File: src/design/chg_pkg.sv
// constants and types shared by the charge controller files
package chg_pkg;
    // ----------------------------------------------------------------
    // widths
    // ----------------------------------------------------------------
    localparam int ADC_W = 10;   // converter sample width
    localparam int DUTY_W = 16;  // pwm timer width
    localparam int ERR_W = 12;   // signed error width
    localparam int GAIN_W = 9;   // signed gain width

    // ----------------------------------------------------------------
    // timing
    // ----------------------------------------------------------------
    localparam int CLK_PERIOD_NS = 4;       // 250 MHz system clock
    localparam int TICK_MS = 5;             // duty reload period
    localparam int TICK_CYC = TICK_MS * 1000000 / CLK_PERIOD_NS;
    localparam int TERM_S = 10;             // termination refresh period
    localparam int TERM_TICKS = TERM_S * 1000 / TICK_MS;

    // ----------------------------------------------------------------
    // control constants
    // ----------------------------------------------------------------
    localparam logic signed [GAIN_W-1:0] KP_GAIN = 9'h018;  // proportional_gain
    localparam logic signed [GAIN_W-1:0] KI_GAIN = 9'h1f4;  // integral_gain (negative, velocity form)
    localparam int GAIN_SHIFT = 6;          // fixed-point scale of the gains
    localparam int SAFE_SHIFT = 3;          // safety margin = set point / 8
    localparam int TERM_SHIFT = 3;          // termination current = 1C / 8
    localparam int ILIM_SHIFT = 2;          // current limit = 1C + 1C / 4
    localparam logic [DUTY_W-1:0] DUTY_RST = 16'h0000;
    localparam logic [DUTY_W-1:0] RELOAD_RST = 16'h0400;

    // ----------------------------------------------------------------
    // converter channels
    // ----------------------------------------------------------------
    localparam logic [1:0] CH_VOUT = 2'h0;
    localparam logic [1:0] CH_VBAT = 2'h1;
    localparam logic [1:0] CH_CUR = 2'h2;
    localparam logic [1:0] CH_TEMP = 2'h3;

    // main sequence states
    typedef enum logic [2:0] {
        ST_INIT = 3'b000,
        ST_SETPT = 3'b001,
        ST_CONV = 3'b010,
        ST_WAIT = 3'b011,
        ST_CHECK = 3'b100,
        ST_CTRL = 3'b101,
        ST_DONE = 3'b110,
        ST_FAULT = 3'b111
    } chg_state_t;
endpackage

File: src/design/chg_pwm_if.sv
// link between the control sequencer and the pwm timer
interface chg_pwm_if;
    import chg_pkg::*;
    logic load;                  // one-cycle reload strobe
    logic [DUTY_W-1:0] duty;     // new pulse width
    logic [DUTY_W-1:0] reload;   // new period
    logic run;                   // high while the converter may switch
    modport ctl(output load, output duty, output reload, output run);
    modport tmr(input load, input duty, input reload, input run);
endinterface

File: src/design/chg_pwm_timer.sv
// 16-bit pwm timer driving the converter switch
module chg_pwm_timer
    import chg_pkg::*;
(
    input wire logic i_clk,
    input wire logic i_rst_n,
    input wire logic i_ce,
    chg_pwm_if.tmr pif,
    output logic o_pwm
);
    import chg_pkg::*;

    logic [DUTY_W-1:0] cnt_r;     // period counter
    logic [DUTY_W-1:0] duty_r;    // active pulse width
    logic [DUTY_W-1:0] reload_r;  // active period
    logic wrap;                   // last count of the period

    assign wrap = (cnt_r >= reload_r - 16'h0001) || (reload_r == 16'h0000);

    // ----------------------------------------------------------------
    // period counter: a smaller reload gives a faster switch but fewer steps
    // ----------------------------------------------------------------
    always_ff @(posedge i_clk or negedge i_rst_n) begin
        if (!i_rst_n) begin
            cnt_r <= 16'h0000;
        end else if (i_ce) begin
            if (wrap) begin
                cnt_r <= 16'h0000;  // [RL14] [RL15]
            end else begin
                cnt_r <= cnt_r + 16'h0001;
            end
        end
    end

    // shadow registers take the new values on the reload strobe
    always_ff @(posedge i_clk or negedge i_rst_n) begin
        if (!i_rst_n) begin
            duty_r <= DUTY_RST;
            reload_r <= RELOAD_RST;
        end else if (i_ce && pif.load) begin
            duty_r <= pif.duty;      // [RL13]
            reload_r <= pif.reload;  // [RL14]
        end
    end

    // output from a flip-flop; dropping run kills the switch on the next enabled edge
    always_ff @(posedge i_clk or negedge i_rst_n) begin
        if (!i_rst_n) begin
            o_pwm <= 1'b0;
        end else if (i_ce) begin
            o_pwm <= pif.run && (cnt_r < duty_r);  // [RL14]
        end
    end

    // high output implies the width it was compared against was nonzero;
    // the output lags the shadow register by one enabled edge
    AST_PWM_WIDTH: assert property (@(posedge i_clk) disable iff (!i_rst_n) // [RL14]
        o_pwm |-> ($past(duty_r) != 16'h0000) || !$past(i_ce)) else $error("pwm high with zero duty");
endmodule

File: src/design/chg_ctrl.sv
// closed-loop charge controller: sampling, safety, termination and pi duty
// Behaviour
// RL1: compute thresholds and set points once first
// RL2: loop runs until full charge or fault
// RL3: sample converter voltage, battery voltage, current
// RL4: sample temperature only with sensor fitted
// RL5: one current sample serves converter and battery
// RL6: analog feedback has ten-bit resolution
// RL7: safety crossing turns pwm off, faults
// RL8: full test only after all safety passes
// RL9: current below termination threshold ends charging; the code ends it only in cv mode
// RL10: otherwise compute new duty with pi
// RL11: duty change is kp*e plus ki*e_prev
// RL12: constant-voltage mode applies on/off current limit
// RL13: every 5 ms load latest duty
// RL14: 16-bit timer, reload sets period, duty width
// RL15: smaller reload, faster switching, fewer steps
// RL16: refresh termination tracking every 10 s
// RL17: start constant current, switch at threshold
// RL18: clamp duty between zero and reload
module chg_ctrl
    import chg_pkg::*;
#(
    parameter int P_TICK_CYC = chg_pkg::TICK_CYC  // cycles per 5 ms tick
) (
    input wire logic i_clk,
    input wire logic i_rst_n,
    input wire logic i_ce,
    input wire logic i_has_temp_sensor,
    input wire logic [chg_pkg::ADC_W-1:0] i_volt_setpoint,
    input wire logic [chg_pkg::ADC_W-1:0] i_cur_setpoint,
    input wire logic [chg_pkg::ADC_W-1:0] i_temp_limit,
    input wire logic [chg_pkg::DUTY_W-1:0] i_reload,
    input wire logic i_adc_done,
    input wire logic [chg_pkg::ADC_W-1:0] i_adc_data,
    output logic o_adc_start,
    output logic [1:0] o_adc_chan,
    output logic o_pwm_output_pin,
    output logic o_charge_done,
    output logic o_safety_fault,
    output logic o_cv_mode
);
    import chg_pkg::*;

    // ----------------------------------------------------------------
    // declarations
    // ----------------------------------------------------------------
    chg_state_t state_r;                        // sequencer state
    logic [1:0] chan_r;                         // channel being converted
    logic [ADC_W-1:0] vout_r;                   // converter output voltage
    logic [ADC_W-1:0] battery_terminal_voltage_r;
    logic [ADC_W-1:0] charge_current_r;         // shared converter/battery current
    logic [ADC_W-1:0] temp_r;                   // battery temperature
    logic [ADC_W:0] vsafe_r;                    // voltage safety threshold
    logic [ADC_W-1:0] iterm_r;                  // termination current
    logic [ADC_W:0] ilim_r;                     // current limit in cv mode
    logic [ADC_W-1:0] vset_r;                   // voltage set point
    logic [ADC_W-1:0] iset_r;                   // 1C current set point
    logic signed [ERR_W-1:0] err_prev_r;        // error of the previous pass
    logic [DUTY_W-1:0] duty_r;                  // latest computed duty
    logic [DUTY_W-1:0] reload_r;                // reload latched with the duty
    logic [31:0] tick_cnt_r;                    // 5 ms divider
    logic tick;                                 // one-cycle 5 ms event
    logic [11:0] term_cnt_r;                    // 10 s count of ticks
    logic unsafe;                               // any safety crossing
    logic signed [ERR_W-1:0] err;               // present error
    logic signed [ERR_W+GAIN_W:0] delta;        // velocity-form increment
    logic [DUTY_W-1:0] duty_nxt;                // clamped new duty
    chg_pwm_if pif();                           // link to the timer

    // signed difference of two unsigned samples
    function automatic logic signed [ERR_W-1:0] diff(input logic [ADC_W:0] a, input logic [ADC_W:0] b);
        diff = $signed({1'b0, a}) - $signed({1'b0, b});
    endfunction

    // duty + increment held between zero and the reload value
    function automatic logic [DUTY_W-1:0] clamp(input logic [DUTY_W-1:0] d, input logic signed [ERR_W+GAIN_W:0] inc,
                                                 input logic [DUTY_W-1:0] top);
        logic signed [DUTY_W+ERR_W+GAIN_W:0] s;
        s = $signed({{(ERR_W+GAIN_W+1){1'b0}}, d}) + (ERR_W+GAIN_W+DUTY_W+1)'(inc);
        if (s < 0) begin
            clamp = 16'h0000;
        end else if (s > $signed({{(ERR_W+GAIN_W+1){1'b0}}, top})) begin
            clamp = top;
        end else begin
            clamp = s[DUTY_W-1:0];
        end
    endfunction

    // ----------------------------------------------------------------
    // combinational decision terms
    // ----------------------------------------------------------------
    assign unsafe = ({1'b0, vout_r} > vsafe_r) || ({1'b0, battery_terminal_voltage_r} > vsafe_r)
                    || (i_has_temp_sensor && (temp_r > i_temp_limit));  // [RL7]

    // cv tracks voltage unless the on/off limiter trips; cc tracks 1C
    always_comb begin
        if (!o_cv_mode) begin
            err = diff({1'b0, iset_r}, {1'b0, charge_current_r});  // [RL17]
        end else if ({1'b0, charge_current_r} > ilim_r) begin
            err = diff(ilim_r, {1'b0, charge_current_r});           // [RL12]
        end else begin
            err = diff({1'b0, vset_r}, {1'b0, vout_r});             // [RL10]
        end
        delta = (KP_GAIN * err + KI_GAIN * err_prev_r) >>> GAIN_SHIFT;  // [RL11]
    end

    // clamp against the period latched alongside, so a shrinking period
    // never leaves the duty above it
    assign duty_nxt = clamp(duty_r, delta, i_reload);  // [RL18]

    // ----------------------------------------------------------------
    // main sequence
    // ----------------------------------------------------------------
    always_ff @(posedge i_clk or negedge i_rst_n) begin
        if (!i_rst_n) begin
            state_r <= ST_INIT;
            chan_r <= CH_VOUT;
        end else if (i_ce) begin
            case (state_r)
                ST_INIT: state_r <= ST_SETPT;  // [RL1]
                ST_SETPT: state_r <= ST_CONV;
                ST_CONV: state_r <= ST_WAIT;
                ST_WAIT: begin
                    if (i_adc_done) begin
                        // the temperature conversion is skipped without a sensor
                        if (chan_r == CH_CUR && !i_has_temp_sensor) begin
                            chan_r <= CH_VOUT;  // [RL4]
                            state_r <= ST_CHECK;
                        end else if (chan_r == CH_TEMP) begin
                            chan_r <= CH_VOUT;
                            state_r <= ST_CHECK;
                        end else begin
                            chan_r <= chan_r + 2'h1;  // [RL3]
                            state_r <= ST_CONV;
                        end
                    end
                end
                ST_CHECK: begin
                    // safety first; the full test is reached only when safe
                    if (unsafe) begin
                        state_r <= ST_FAULT;  // [RL7] [RL8]
                    end else if (o_cv_mode && charge_current_r < iterm_r) begin
                        state_r <= ST_DONE;   // [RL9]
                    end else begin
                        state_r <= ST_CTRL;
                    end
                end
                ST_CTRL: state_r <= ST_CONV;  // [RL2]
                ST_DONE: state_r <= ST_DONE;  // terminal until reset [RL2]
                ST_FAULT: state_r <= ST_FAULT;
                default: state_r <= ST_FAULT;
            endcase
        end
    end

    // one-time thresholds and set points from the battery parameters
    always_ff @(posedge i_clk or negedge i_rst_n) begin
        if (!i_rst_n) begin
            vsafe_r <= 11'h000;
            iterm_r <= 10'h000;
            ilim_r <= 11'h000;
            vset_r <= 10'h000;
            iset_r <= 10'h000;
        end else if (i_ce && state_r == ST_INIT) begin
            vsafe_r <= {1'b0, i_volt_setpoint} + {4'h0, i_volt_setpoint[ADC_W-1:SAFE_SHIFT]};  // [RL1]
            iterm_r <= {3'h0, i_cur_setpoint[ADC_W-1:TERM_SHIFT]};
        end else if (i_ce && state_r == ST_SETPT) begin
            vset_r <= i_volt_setpoint;  // [RL1]
            iset_r <= i_cur_setpoint;
            ilim_r <= {1'b0, i_cur_setpoint} + {3'h0, i_cur_setpoint[ADC_W-1:ILIM_SHIFT]};
        end
    end

    // sample capture by channel
    always_ff @(posedge i_clk or negedge i_rst_n) begin
        if (!i_rst_n) begin
            vout_r <= 10'h000;
            battery_terminal_voltage_r <= 10'h000;
            charge_current_r <= 10'h000;
            temp_r <= 10'h000;
        end else if (i_ce && state_r == ST_WAIT && i_adc_done) begin
            case (chan_r)
                CH_VOUT: vout_r <= i_adc_data;  // [RL6]
                CH_VBAT: battery_terminal_voltage_r <= i_adc_data;
                CH_CUR: charge_current_r <= i_adc_data;  // [RL5]
                CH_TEMP: temp_r <= i_adc_data;
                default: temp_r <= temp_r;
            endcase
        end
    end

    // gated by the enable so a frozen sequencer never holds a start high
    assign o_adc_start = (state_r == ST_CONV) && i_ce;
    assign o_adc_chan = chan_r;

    // pi update; duty and reload stay paired for the clamp
    always_ff @(posedge i_clk or negedge i_rst_n) begin
        if (!i_rst_n) begin
            duty_r <= DUTY_RST;
            reload_r <= RELOAD_RST;
            err_prev_r <= 12'h000;
        end else if (i_ce && state_r == ST_CTRL) begin
            duty_r <= duty_nxt;  // [RL10] [RL18]
            err_prev_r <= err;   // [RL11]
            reload_r <= i_reload;
        end
    end

    // ----------------------------------------------------------------
    // 5 ms tick and 10 s termination refresh
    // ----------------------------------------------------------------
    assign tick = (tick_cnt_r == 32'(P_TICK_CYC - 1));

    always_ff @(posedge i_clk or negedge i_rst_n) begin
        if (!i_rst_n) begin
            tick_cnt_r <= 32'h0000_0000;
        end else if (i_ce) begin
            tick_cnt_r <= tick ? 32'h0000_0000 : tick_cnt_r + 32'h0000_0001;  // [RL13]
        end
    end

    // cc to cv decision is re-taken only on the slow refresh, which keeps
    // noise on the battery sample from toggling the mode
    always_ff @(posedge i_clk or negedge i_rst_n) begin
        if (!i_rst_n) begin
            term_cnt_r <= 12'h000;
            o_cv_mode <= 1'b0;
        end else if (i_ce && tick) begin
            if (term_cnt_r == 12'(TERM_TICKS - 1)) begin
                term_cnt_r <= 12'h000;  // [RL16]
                if (battery_terminal_voltage_r >= vset_r) begin
                    o_cv_mode <= 1'b1;  // [RL17]
                end
            end else begin
                term_cnt_r <= term_cnt_r + 12'h001;
            end
        end
    end

    // ----------------------------------------------------------------
    // timer link and status
    // ----------------------------------------------------------------
    assign pif.load = tick;        // [RL13]
    assign pif.duty = duty_r;
    assign pif.reload = reload_r;  // [RL15]
    assign pif.run = (state_r != ST_FAULT) && (state_r != ST_DONE);  // [RL7] [RL9]
    assign o_charge_done = (state_r == ST_DONE);
    assign o_safety_fault = (state_r == ST_FAULT);

    chg_pwm_timer u_pwm (
        .i_clk(i_clk),
        .i_rst_n(i_rst_n),
        .i_ce(i_ce),
        .pif(pif),
        .o_pwm(o_pwm_output_pin)
    );

    // ----------------------------------------------------------------
    // assertions
    // ----------------------------------------------------------------
    AST_INIT_ONCE: assert property (@(posedge i_clk) disable iff (!i_rst_n) // [RL1]
        (state_r != ST_INIT) |=> (state_r != ST_INIT)) else $error("init re-entered");
    AST_DONE_HOLDS: assert property (@(posedge i_clk) disable iff (!i_rst_n) // [RL2]
        o_charge_done |=> o_charge_done && !o_safety_fault) else $error("done left");
    AST_TEMP_SKIP: assert property (@(posedge i_clk) disable iff (!i_rst_n) // [RL4]
        (o_adc_start && !i_has_temp_sensor) |-> (o_adc_chan != CH_TEMP)) else $error("temp sampled");
    AST_FAULT_OFF: assert property (@(posedge i_clk) disable iff (!i_rst_n) // [RL7]
        (i_ce && state_r == ST_CHECK && unsafe) |=> o_safety_fault ##1 (!o_pwm_output_pin || !$past(i_ce)))
        else $error("pwm not off after fault");
    AST_SAFE_FIRST: assert property (@(posedge i_clk) disable iff (!i_rst_n) // [RL8]
        (state_r == ST_DONE) |-> $past(!unsafe) || $past(state_r == ST_DONE)) else $error("done while unsafe");
    AST_FULL: assert property (@(posedge i_clk) disable iff (!i_rst_n) // [RL9]
        (i_ce && state_r == ST_CHECK && !unsafe && o_cv_mode && charge_current_r < iterm_r) |=> o_charge_done)
        else $error("full charge missed");
    AST_TICK_LOAD: assert property (@(posedge i_clk) disable iff (!i_rst_n) // [RL13]
        (i_ce && tick_cnt_r == 32'(P_TICK_CYC - 2)) |=> pif.load ##1 (u_pwm.duty_r == $past(duty_r) || !$past(i_ce)))
        else $error("no duty load at tick");
    AST_CLAMP: assert property (@(posedge i_clk) disable iff (!i_rst_n) // [RL18]
        (i_ce && state_r == ST_CTRL) |=> (duty_r <= reload_r)) else $error("duty above reload");
endmodule

File: config.mk
export PLATFORM = sky130hd
export DESIGN_NAME = chg_ctrl
export DESIGN_NICKNAME = d
export VERILOG_FILES = /design/src/design/chg_pkg.sv /design/src/design/chg_pwm_if.sv /design/src/design/chg_pwm_timer.sv /design/src/design/chg_ctrl.sv
export SDC_FILE = /design/constraint.sdc
export NUM_CORES = 1
export LEC_CHECK = 0
export ABC_AREA = 1
export BUFFER_PORTS_ARGS = -buffer_cell sky130_fd_sc_hd__buf_4
export CORE_MARGIN = 5
export CORE_UTILIZATION = 50
export CTS_CLUSTER_DIAMETER = 30
export CTS_CLUSTER_SIZE = 25
export DETAILED_ROUTE_END_ITERATION = 7
export PLACE_DENSITY = 0.7
export SLEW_MARGIN = 15
export SYNTH_ARGS = -nofsm -noshare
export SYNTH_HDL_FRONTEND = slang
export SYNTH_SLANG_ARGS = --single-unit
File: constraint.sdc
create_clock -name i_clk -period 22.2 [get_ports i_clk]
set_clock_uncertainty 0.1 [all_clocks]
set_input_delay 4.44 -clock i_clk [delete_from_list [all_inputs] [get_ports i_clk]]
set_output_delay 4.44 -clock i_clk [all_outputs]
set_load 0.01 [all_outputs]
Word-level counts from Yosys, hierarchy flattened
Cells that the tools add are included.
{"block": "classes", "addsub": 12, "multipliers": 2, "magnitude_cmp": 10, "eq_ne": 15, "mux": 15, "n_bitwise": 1, "n_reduce_logical": 28}
{"cell": "two-way mux 16 bit", "count": 3}
{"cell": "two-way mux 12 bit", "count": 3}
{"cell": "> comparator 10 x 11 -> 1 bit", "count": 3}
{"cell": "adder 32 x 1 -> 32 bit, second input constant", "count": 1}
{"cell": "== test 32 x 21 -> 1 bit, second input constant", "count": 1}
{"cell": "two-way mux 32 bit", "count": 1}
{"cell": "multiplier 3 x 12 -> 15 bit, first input constant", "count": 2}
{"cell": "subtractor 10 x 10 -> 11 bit", "count": 2}
{"cell": "case mux 3 bit (7 select lines)", "count": 1}
{"cell": "adder 18 x 17 -> 19 bit", "count": 1}
{"cell": "adder 17 x 13 -> 18 bit", "count": 1}
{"cell": "> comparator 18 x 17 -> 1 bit", "count": 1}
{"cell": "less-than comparator 18 x 1 -> 1 bit, second input constant", "count": 1}
{"cell": "adder 16 x 1 -> 16 bit, second input constant", "count": 1}
{"cell": ">= comparator 16 bit", "count": 1}
{"cell": "zero test 16 bit", "count": 1}
{"cell": "less-than comparator 16 bit", "count": 1}
{"cell": "subtractor 16 x 1 -> 16 bit, second input constant", "count": 1}
{"cell": "adder 12 x 1 -> 12 bit, second input constant", "count": 1}
{"cell": "== test 12 x 11 -> 1 bit, second input constant", "count": 1}
{"cell": "== test 3 bit, second input constant", "count": 4}
{"cell": "logical AND 1 bit", "count": 12}
{"cell": "AND reduction 2 bit", "count": 6}
{"cell": "subtractor 11 x 10 -> 12 bit", "count": 1}
{"cell": "other kinds (21)", "count": 32}
{"block": "totals", "ff_bits": 232, "word_cells": 104}

Logic depth before layout (Yosys ltp)
Gate-level depths: netlist (run 1).
{"block": "logic_depth", "word_depth": 9, "depth_mapped": 58, "mapped_depth_nobuf": 56}

Cells and area by module
From an unflattened synthesis (run 1), not the netlist that was laid out.
{"block": "unflattened", "hier_cells": 2213, "area_unflattened_um2": 17421.7}
{"module": "chg_ctrl", "n_inst": 1, "cells_each": 1844, "area_per_inst_um2": 14258.7, "seq_area_each_um2": 4580.6}
{"module": "chg_pwm_timer", "n_inst": 1, "cells_each": 369, "area_per_inst_um2": 3163.0, "seq_area_each_um2": 1227.4}

Worst setup path after synthesis (run 1)
No wires, ideal clock.
{"block": "synth_path", "path_kind": "in2out", "start": "input i_ce", "end": "output o_adc_start", "arrival_ns": 5.003, "required_time_ns": 17.660, "setup_slack_ns": 12.657, "cell_stages": 5, "cell_sequence": "inv_2 buf_4 nor2_1 inv_1 nor3_1"}
{"block": "synth_via", "elab_chain_cells": 1}
{"element": "start: declaration", "line": "chg_ctrl.sv:28", "source": "input wire logic i_ce,"}
{"element": "logical AND 1 bit", "line": "chg_ctrl.sv:194", "source": "assign o_adc_start = (state_r == ST_CONV) && i_ce;"}
{"element": "end: declaration", "line": "chg_ctrl.sv:36", "source": "output logic o_adc_start,"}
No other way between the ends.

Worst setup path after layout (run 1)
Ends and elaborated chain as after synthesis.

==> results of run 1 <==
-- worst min-delay path, delay by kind of cell, from the launching register on --
kind,cells,cell delay (ns)
flops,1,0.34
simple gates,2,0.11
-- area by class of cell --
type                       instances  area, um^2  area share (%)
multi-input combinational       1541        9790            47.9
tap                              448         561            2.74
sequential                       232        5810            28.4
clock buffer                      85        1870            9.13
timing repair buffer              74         563            2.75
clock inverter                    35         519            2.54
inverter                         358        1340            6.57
-- cell families after synthesis --
group                      share of synthesized area [%]
and+or+nand+nor                                     21.1
AOI/OAI and AO/OA                                   13.2
buffers and inverters                               9.02
adders and majority gates                           17.9
DFF                                                 33.9
xor gates and xnor gates                            4.91
-- flip-flops by register name, summed over array words and instances (netlist names), 12 cells and up --
signal          cells
tick_cnt_r         32
duty_r             16
pif.reload         16
u_pwm.cnt_r        16
u_pwm.duty_r       16
u_pwm.reload_r     16
err_prev_r         12
term_cnt_r         12
-- metrics by stage --
| stage | setup WS, ns | utilization (%) |
|---|---|---|
| 2_1_floorplan | 12.66 | - |
| 3_3_place_gp | 12.28 | 53.6 |
| 3_5_place_dp | 12.32 | 53.6 |
| 4_1_cts | 12.31 | 60.7 |
| 5_1_grt | 12.03 | 60.7 |
| 6_report | 12.34 | 60.7 |
-- layout by cell type, fill, tap and decap left out, types with 6 or more instances in the layout --
master	synthesis	layout
sky130_fd_sc_hd__o21ai_0	172	172
sky130_fd_sc_hd__bufinv_16	0	10
sky130_fd_sc_hd__clkbuf_16	0	69
sky130_fd_sc_hd__clkbuf_8	0	8
sky130_fd_sc_hd__xnor2_1	17	17
sky130_fd_sc_hd__clkbuf_1	33	8
sky130_fd_sc_hd__ha_1	231	231
sky130_fd_sc_hd__nand3_1	78	78
sky130_fd_sc_hd__nand3_2	13	13
sky130_fd_sc_hd__inv_1	351	351
sky130_fd_sc_hd__or2_2	10	10
sky130_fd_sc_hd__nand2_2	7	7
sky130_fd_sc_hd__inv_6	0	6
sky130_fd_sc_hd__dfrtp_1	230	230
sky130_fd_sc_hd__nand2_1	403	403
sky130_fd_sc_hd__xor2_1	79	79
sky130_fd_sc_hd__o211ai_1	6	6
sky130_fd_sc_hd__a211oi_1	10	10
sky130_fd_sc_hd__buf_4	3	73
sky130_fd_sc_hd__a21o_1	6	6
sky130_fd_sc_hd__o21bai_1	8	8
sky130_fd_sc_hd__a21boi_0	7	7
sky130_fd_sc_hd__clkinvlp_4	0	6
sky130_fd_sc_hd__nand2_4	7	7
sky130_fd_sc_hd__o21a_1	8	8
sky130_fd_sc_hd__nor2_1	162	161
sky130_fd_sc_hd__nand4_1	26	26
sky130_fd_sc_hd__a31oi_1	10	10
sky130_fd_sc_hd__nor3_1	47	46
sky130_fd_sc_hd__fa_1	9	9
sky130_fd_sc_hd__nor4_1	23	23
sky130_fd_sc_hd__a21oi_1	150	150
-- layer usage --
layer / routed length (um) / GRT usage (%)
met4: 1240 / 7.65
met5: 0 / 0
met1: 18400 / 27.7
met2: 20300 / 39.0
met3: 1550 / 3.29
-- final timing paths --
check | start | end | slack, ns | depth (start not counted)
worst max register to register | charge_current_r[0] | duty_r[0] | 13.08 | 47
max in group asynchronous | i_rst_n | iset_r[7] | 15.83 | 3
worst min register to register | iset_r[6] | iset_r[6] | 0.37 | 2
worst max-delay path | i_ce | o_adc_start | 12.34 | 6
worst min-delay path | iset_r[6] | iset_r[6] | 0.37 | 2
min in group asynchronous | i_rst_n | tick_cnt_r[17] | 3.84 | 1
==> results_dict.tcl, run 1 <==
set metrics [dict create \
    run_status "finished, final reports clean" \
    die_area_um2 38100 \
    layout-drive-gt1-share_pct 10.7 \
    clk_pin_slew_ns 0.05 \
    cp_data_required_time_ns 17.66 \
    cts_buffers 66 \
    netlist_top_cells_area "sky130_fd_sc_hd__dfrtp_1, sky130_fd_sc_hd__ha_1, sky130_fd_sc_hd__nand2_1" \
    critical_path_arrival_ns 5.32 \
    dp.final_hpwl_mm 30.8 \
    synth_edf_count 0 \
    effective_utilization_at_floorplan_pct 50.8 \
    number_of_max_slew_violations_in_the_final_report 0 \
    ys.flop_type "sky130_fd_sc_hd__dfrtp_1" \
    numClockSinks 232 \
    grt_setup_unrepaired "false" \
    cts_root_buf "sky130_fd_sc_hd__clkbuf_16" \
    final_net_count 2574 \
    dieWidth_um 195 \
    cap_violations 0 \
    mappedNetlistNets 2473 \
    grt_pass1_wl_mm 71.4 \
    end_kind "primary output" \
    drt_iter0_drc 692 \
    slowest_stage "sky130_fd_sc_hd__buf_4" \
    transition_at_the_pin_with_the_smallest_max_transition_slack_ns 0.996 \
    vias_per_cell 5.29 \
    fin_crit_sh_pct 44.4 \
    place.gp.congestion 0.925 \
    buffer_ports.inserted 67 \
    maximum_number_of_pins_on_one_net_before_global_route_repair 95 \
    die_height_um 195 \
    critPathKind "primary input to primary output" \
    drtAntennaViolNets 0 \
    post_synthesis_cell_count 2172 \
    synth_top_area_cell "sky130_fd_sc_hd__dfrtp_1" \
    grt_antenna_before_repair 0 \
    fmaxAchievable_ghz 0.101 \
    avgRoutedWirePerCell_um 15.0 \
    h-tree-depth 3 \
    drc 0 \
    io-pin-count 68 \
    drt_wl_total_mm 41.5 \
    yosysWarningCount 0 \
    post_cts_resized 0 \
    setup_tns_ns 0 \
    synth_async_sr_flop_share_pct 100 \
    fillCellCount 2995 \
    cp_cell_sequence "buf_4, inv_2, nor2_1, inv_1, nor3_1, buf_4" \
    vias 14700 \
    setup_viol 0 \
    first_global_vias 15200 \
    final_period_minus_worst_setup_slack_ns 9.86 \
    yosysUniqueCellTypes 57 \
    hold-worst-slack_ns 0.375 \
    synthMostInstantiatedCell "sky130_fd_sc_hd__nand2_1" \
    syn2layout_area_growth_pct 19.4 \
    max-slew-margin-rel_pct 33.0 \
    detail_route.first_pass.iterations 5 \
    final_cell_count_no_fill 2773 \
    ff_latch_count_synth 232 \
    n_antenna_cell 0 \
    placementRows 67 \
    path_max_fanout 14 \
    finalHoldViolCount 0 \
    postPlaceCellArea_um2 18100 \
    syn-mean-instance-area_um2 7.89 \
    placed_cells 2653 \
    globalRouteOverflowTotal 0 \
    timing.critical_path.from_type "primary input" \
    timing.critical_path.mode_cell "sky130_fd_sc_hd__buf_4" \
    groute.usage.overall_pct 22.1 \
    synth_top_area_share_pct 33.6 \
    cts_tree "yes" \
    timing.critical_path.slowest_cell_delay_ns 0.19 \
    cp.buffers_inverters 4 \
    cell_class_contributing_the_biggest_share_of_worst_path_delay "buffers and inverters" \
    cts-hold-fix-buffers 0 \
    synth_seq_area_share_pct 33.9 \
    clock_latency_ns 0.55 \
    commonest_cells_in_the_netlist "sky130_fd_sc_hd__nand2_1, sky130_fd_sc_hd__inv_1, sky130_fd_sc_hd__ha_1" \
    design_area_um2 20400 \
    clock_tree.buffer_depth 3 \
    synth_area_um2 17100 \
    postCtsSetupBuffers 0 \
    worst_hold_path_type "flop to flop" \
    placeableCoreArea_um2 33700 \
]
Power of run 1 is not shown: default switching activity piles up to over one toggle a cycle in this logic, so the estimate is an artifact.
==> inputs of run 2 (changes only) <==
Settings changed: ABC_AREA 1 to 0, PLACE_DENSITY 0.7 to 0.72.
Clock period 22.2 ns to 9 ns, I/O delays scaled along.
==> results_dict.tcl, run 2 <==
set metrics [dict create \
    grt_antenna_before_repair 0 \
    drt_wl_total_mm 42.6 \
    clock_latency_ns 0.56 \
    layout.cells.most_common_list "sky130_fd_sc_hd__nand2_1, sky130_fd_sc_hd__dfrtp_1, sky130_fd_sc_hd__ha_1" \
    finalHoldViolCount 0 \
    grt_setup_unrepaired "true" \
    cap_violations 0 \
    yosysUniqueCellTypes 68 \
    most_frequent_standard_cell_in_the_layout_excluding_fill_and_tap_cells "sky130_fd_sc_hd__nand2_1" \
    number_of_max_slew_violations_in_the_final_report 0 \
    n_antenna_cell 0 \
    worst_hold_path_type "flop to flop" \
    synth_area_um2 16700 \
    syn-mean-instance-area_um2 9.01 \
    critPathKind "flop to flop" \
    fillCellCount 2717 \
    grt_pass1_wl_mm 69.1 \
    vias_per_cell 5.55 \
    transition_at_the_pin_with_the_smallest_max_transition_slack_ns 1.12 \
    globalRouteOverflowTotal 0 \
    hold-worst-slack_ns 0.374 \
    synth_seq_area_share_pct 34.7 \
    maximum_number_of_pins_on_one_net_before_global_route_repair 83 \
    placementRows 67 \
    place.gp.congestion 0.915 \
    path_max_fanout 6 \
    mappedNetlistNets 2159 \
    fin_crit_sh_pct 98.3 \
    vias 14000 \
    clk_pin_slew_ns 0.05 \
    slowest_stage "sky130_fd_sc_hd__dfrtp_1" \
    final_period_minus_worst_setup_slack_ns 8.84 \
    placeableCoreArea_um2 33300 \
    run_status "finished, final reports clean" \
    drc 0 \
    cts_buffers 53 \
    synth_top_area_share_pct 34.4 \
    ys.flop_type "sky130_fd_sc_hd__dfrtp_1" \
    timing.critical_path.mode_cell "sky130_fd_sc_hd__a21oi_2" \
    numClockSinks 232 \
    die_area_um2 37200 \
    detail_route.first_pass.iterations 5 \
    die_height_um 193 \
    critical_path_arrival_ns 9.19 \
    cts_root_buf "sky130_fd_sc_hd__clkbuf_16" \
    timing.reg2reg.setup_slack_ns 0.16 \
    drt_iter0_drc 846 \
    timing.critical_path.from_type "flop" \
    fmaxAchievable_ghz 0.113 \
    synth_edf_count 0 \
    h-tree-depth 2 \
    yosysWarningCount 0 \
    netlist_top_cells_area "sky130_fd_sc_hd__dfrtp_1, sky130_fd_sc_hd__ha_1, sky130_fd_sc_hd__nand2_1" \
    cts_tree "yes" \
    timing.critical_path.slowest_cell_delay_ns 0.42 \
    synth_top_area_cell "sky130_fd_sc_hd__dfrtp_1" \
    setup_ws_ns 0.157 \
    final_cell_count_no_fill 2523 \
    layout-drive-gt1-share_pct 18.5 \
    first_global_vias 14300 \
    cp_data_required_time_ns 9.35 \
    synthMostInstantiatedCell "sky130_fd_sc_hd__nand2_1" \
    cts-hold-fix-buffers 0 \
    dieWidth_um 193 \
    end_kind "flop" \
    effective_utilization_at_floorplan_pct 50.3 \
    synth_async_sr_flop_share_pct 100 \
    buffer_ports.inserted 67 \
    largest_register "tick_cnt_r" \
    drtAntennaViolNets 0 \
    placed_cells 2398 \
    setup_viol 0 \
    final_net_count 2334 \
    syn2layout_area_growth_pct 23.4 \
    preCtsSetupSlack_ns -0.465 \
    dp.final_hpwl_mm 30.7 \
    largest_register_ffs 32 \
    avgRoutedWirePerCell_um 16.9 \
    layout.core_utilization_pct 62.1 \
    max-slew-margin-rel_pct 25.2 \
    ff_latch_count_synth 232 \
    io-pin-count 68 \
    groute.usage.overall_pct 22.5 \
    clock_tree.buffer_depth 3 \
    post_synthesis_cell_count 1858 \
    commonest_cells_in_the_netlist "sky130_fd_sc_hd__nand2_1, sky130_fd_sc_hd__ha_1, sky130_fd_sc_hd__dfrtp_1" \
]
## run 2: cell types whose count changed after synthesis, moves of 23 or more
| cell | previous run | this run |
|---|---|---|
| sky130_fd_sc_hd__inv_1 | 351 | 171 |
| sky130_fd_sc_hd__nand2_1 | 403 | 247 |
| sky130_fd_sc_hd__nor2_1 | 162 | 92 |
| sky130_fd_sc_hd__xnor2_1 | 17 | 83 |
| sky130_fd_sc_hd__a21oi_1 | 150 | 86 |
| sky130_fd_sc_hd__mux2_2 | 0 | 47 |
| sky130_fd_sc_hd__xor2_1 | 79 | 38 |
| sky130_fd_sc_hd__nor2b_1 | 0 | 38 |
| sky130_fd_sc_hd__nand3_1 | 78 | 41 |
| sky130_fd_sc_hd__a21o_1 | 6 | 40 |
| sky130_fd_sc_hd__nand2b_1 | 0 | 25 |
| sky130_fd_sc_hd__nor3_1 | 47 | 23 |
| sky130_fd_sc_hd__mux2i_1 | 0 | 23 |
## run 2: cell families (layout without fill, tap and decap cells)
kind of cell	count (synthesis)	count (layout)	synth area share (%)
xor gates and xnor gates	121	121	6.33
muxes	70	70	4.54
DFF	232	232	34.7
buffers and inverters	213	430	4.89
adders and majority gates	240	240	18.3
and+or+nand+nor	563	563	15.9
AOI/OAI and AO/OA	419	419	15.3
## run 2: worst max-delay path, delay by kind of cell (launching register included)
family,cells,cell delay (ns)
compound gates,23,3.48
simple gates,9,1.48
xor+xnor,3,0.53
fa+ha+maj,7,2.15
flops,1,0.42
buf+inv,4,0.56
## run 2: repair_timing
action | 4_1_cts | 5_1_grt
gates resized for setup | 20 | 90
pin swaps | 17 | 51
gates cloned | 0 | 0
endpoints found under the setup margin | 16 | 16
buffers inserted | 12 | 15
## run 2: worst paths after layout
check / start / endpoint / cells past startpoint
hold / removal: u_pwm.reload_r[10] / u_pwm.reload_r[10] / 2
hold reg to reg: u_pwm.reload_r[10] / u_pwm.reload_r[10] / 2
min in group asynchronous: i_rst_n / tick_cnt_r[12] / 1
max in group asynchronous: i_rst_n / u_pwm.duty_r[7] / 2
setup / recovery: charge_current_r[0] / duty_r[1] / 46
setup reg to reg: charge_current_r[0] / duty_r[1] / 46
## run 2: layer usage
layer  track usage, %  wire length [um]
met4             8.20              1290
met3             3.37              1880
met2             39.0             21000
met1             28.7             18400
met5                0                 0
## run 2: cell type report
type                            instances  area (um^2)  area share, %
Tap cell                              448          561           2.71
Sequential cell                       232         5810           28.1
Multi-Input combinational cell       1413        10500           51.0
Inverter                              171          642           3.11
Timing Repair Buffer                  162         1260           6.09
Clock inverter                         33          410           1.99
Clock buffer                           64         1440           6.96
## run 2: per-stage QoR
step / TNS (ns) / area, um^2
5_1_grt: -4.70 / 20700
6_report: 0 / 20700
2_1_floorplan: 0 / 16700
3_5_place_dp: -6.81 / 18100
4_1_cts: 0 / 20100
3_3_place_gp: 0 / 18100
Power of run 2 is left out for the same reason.
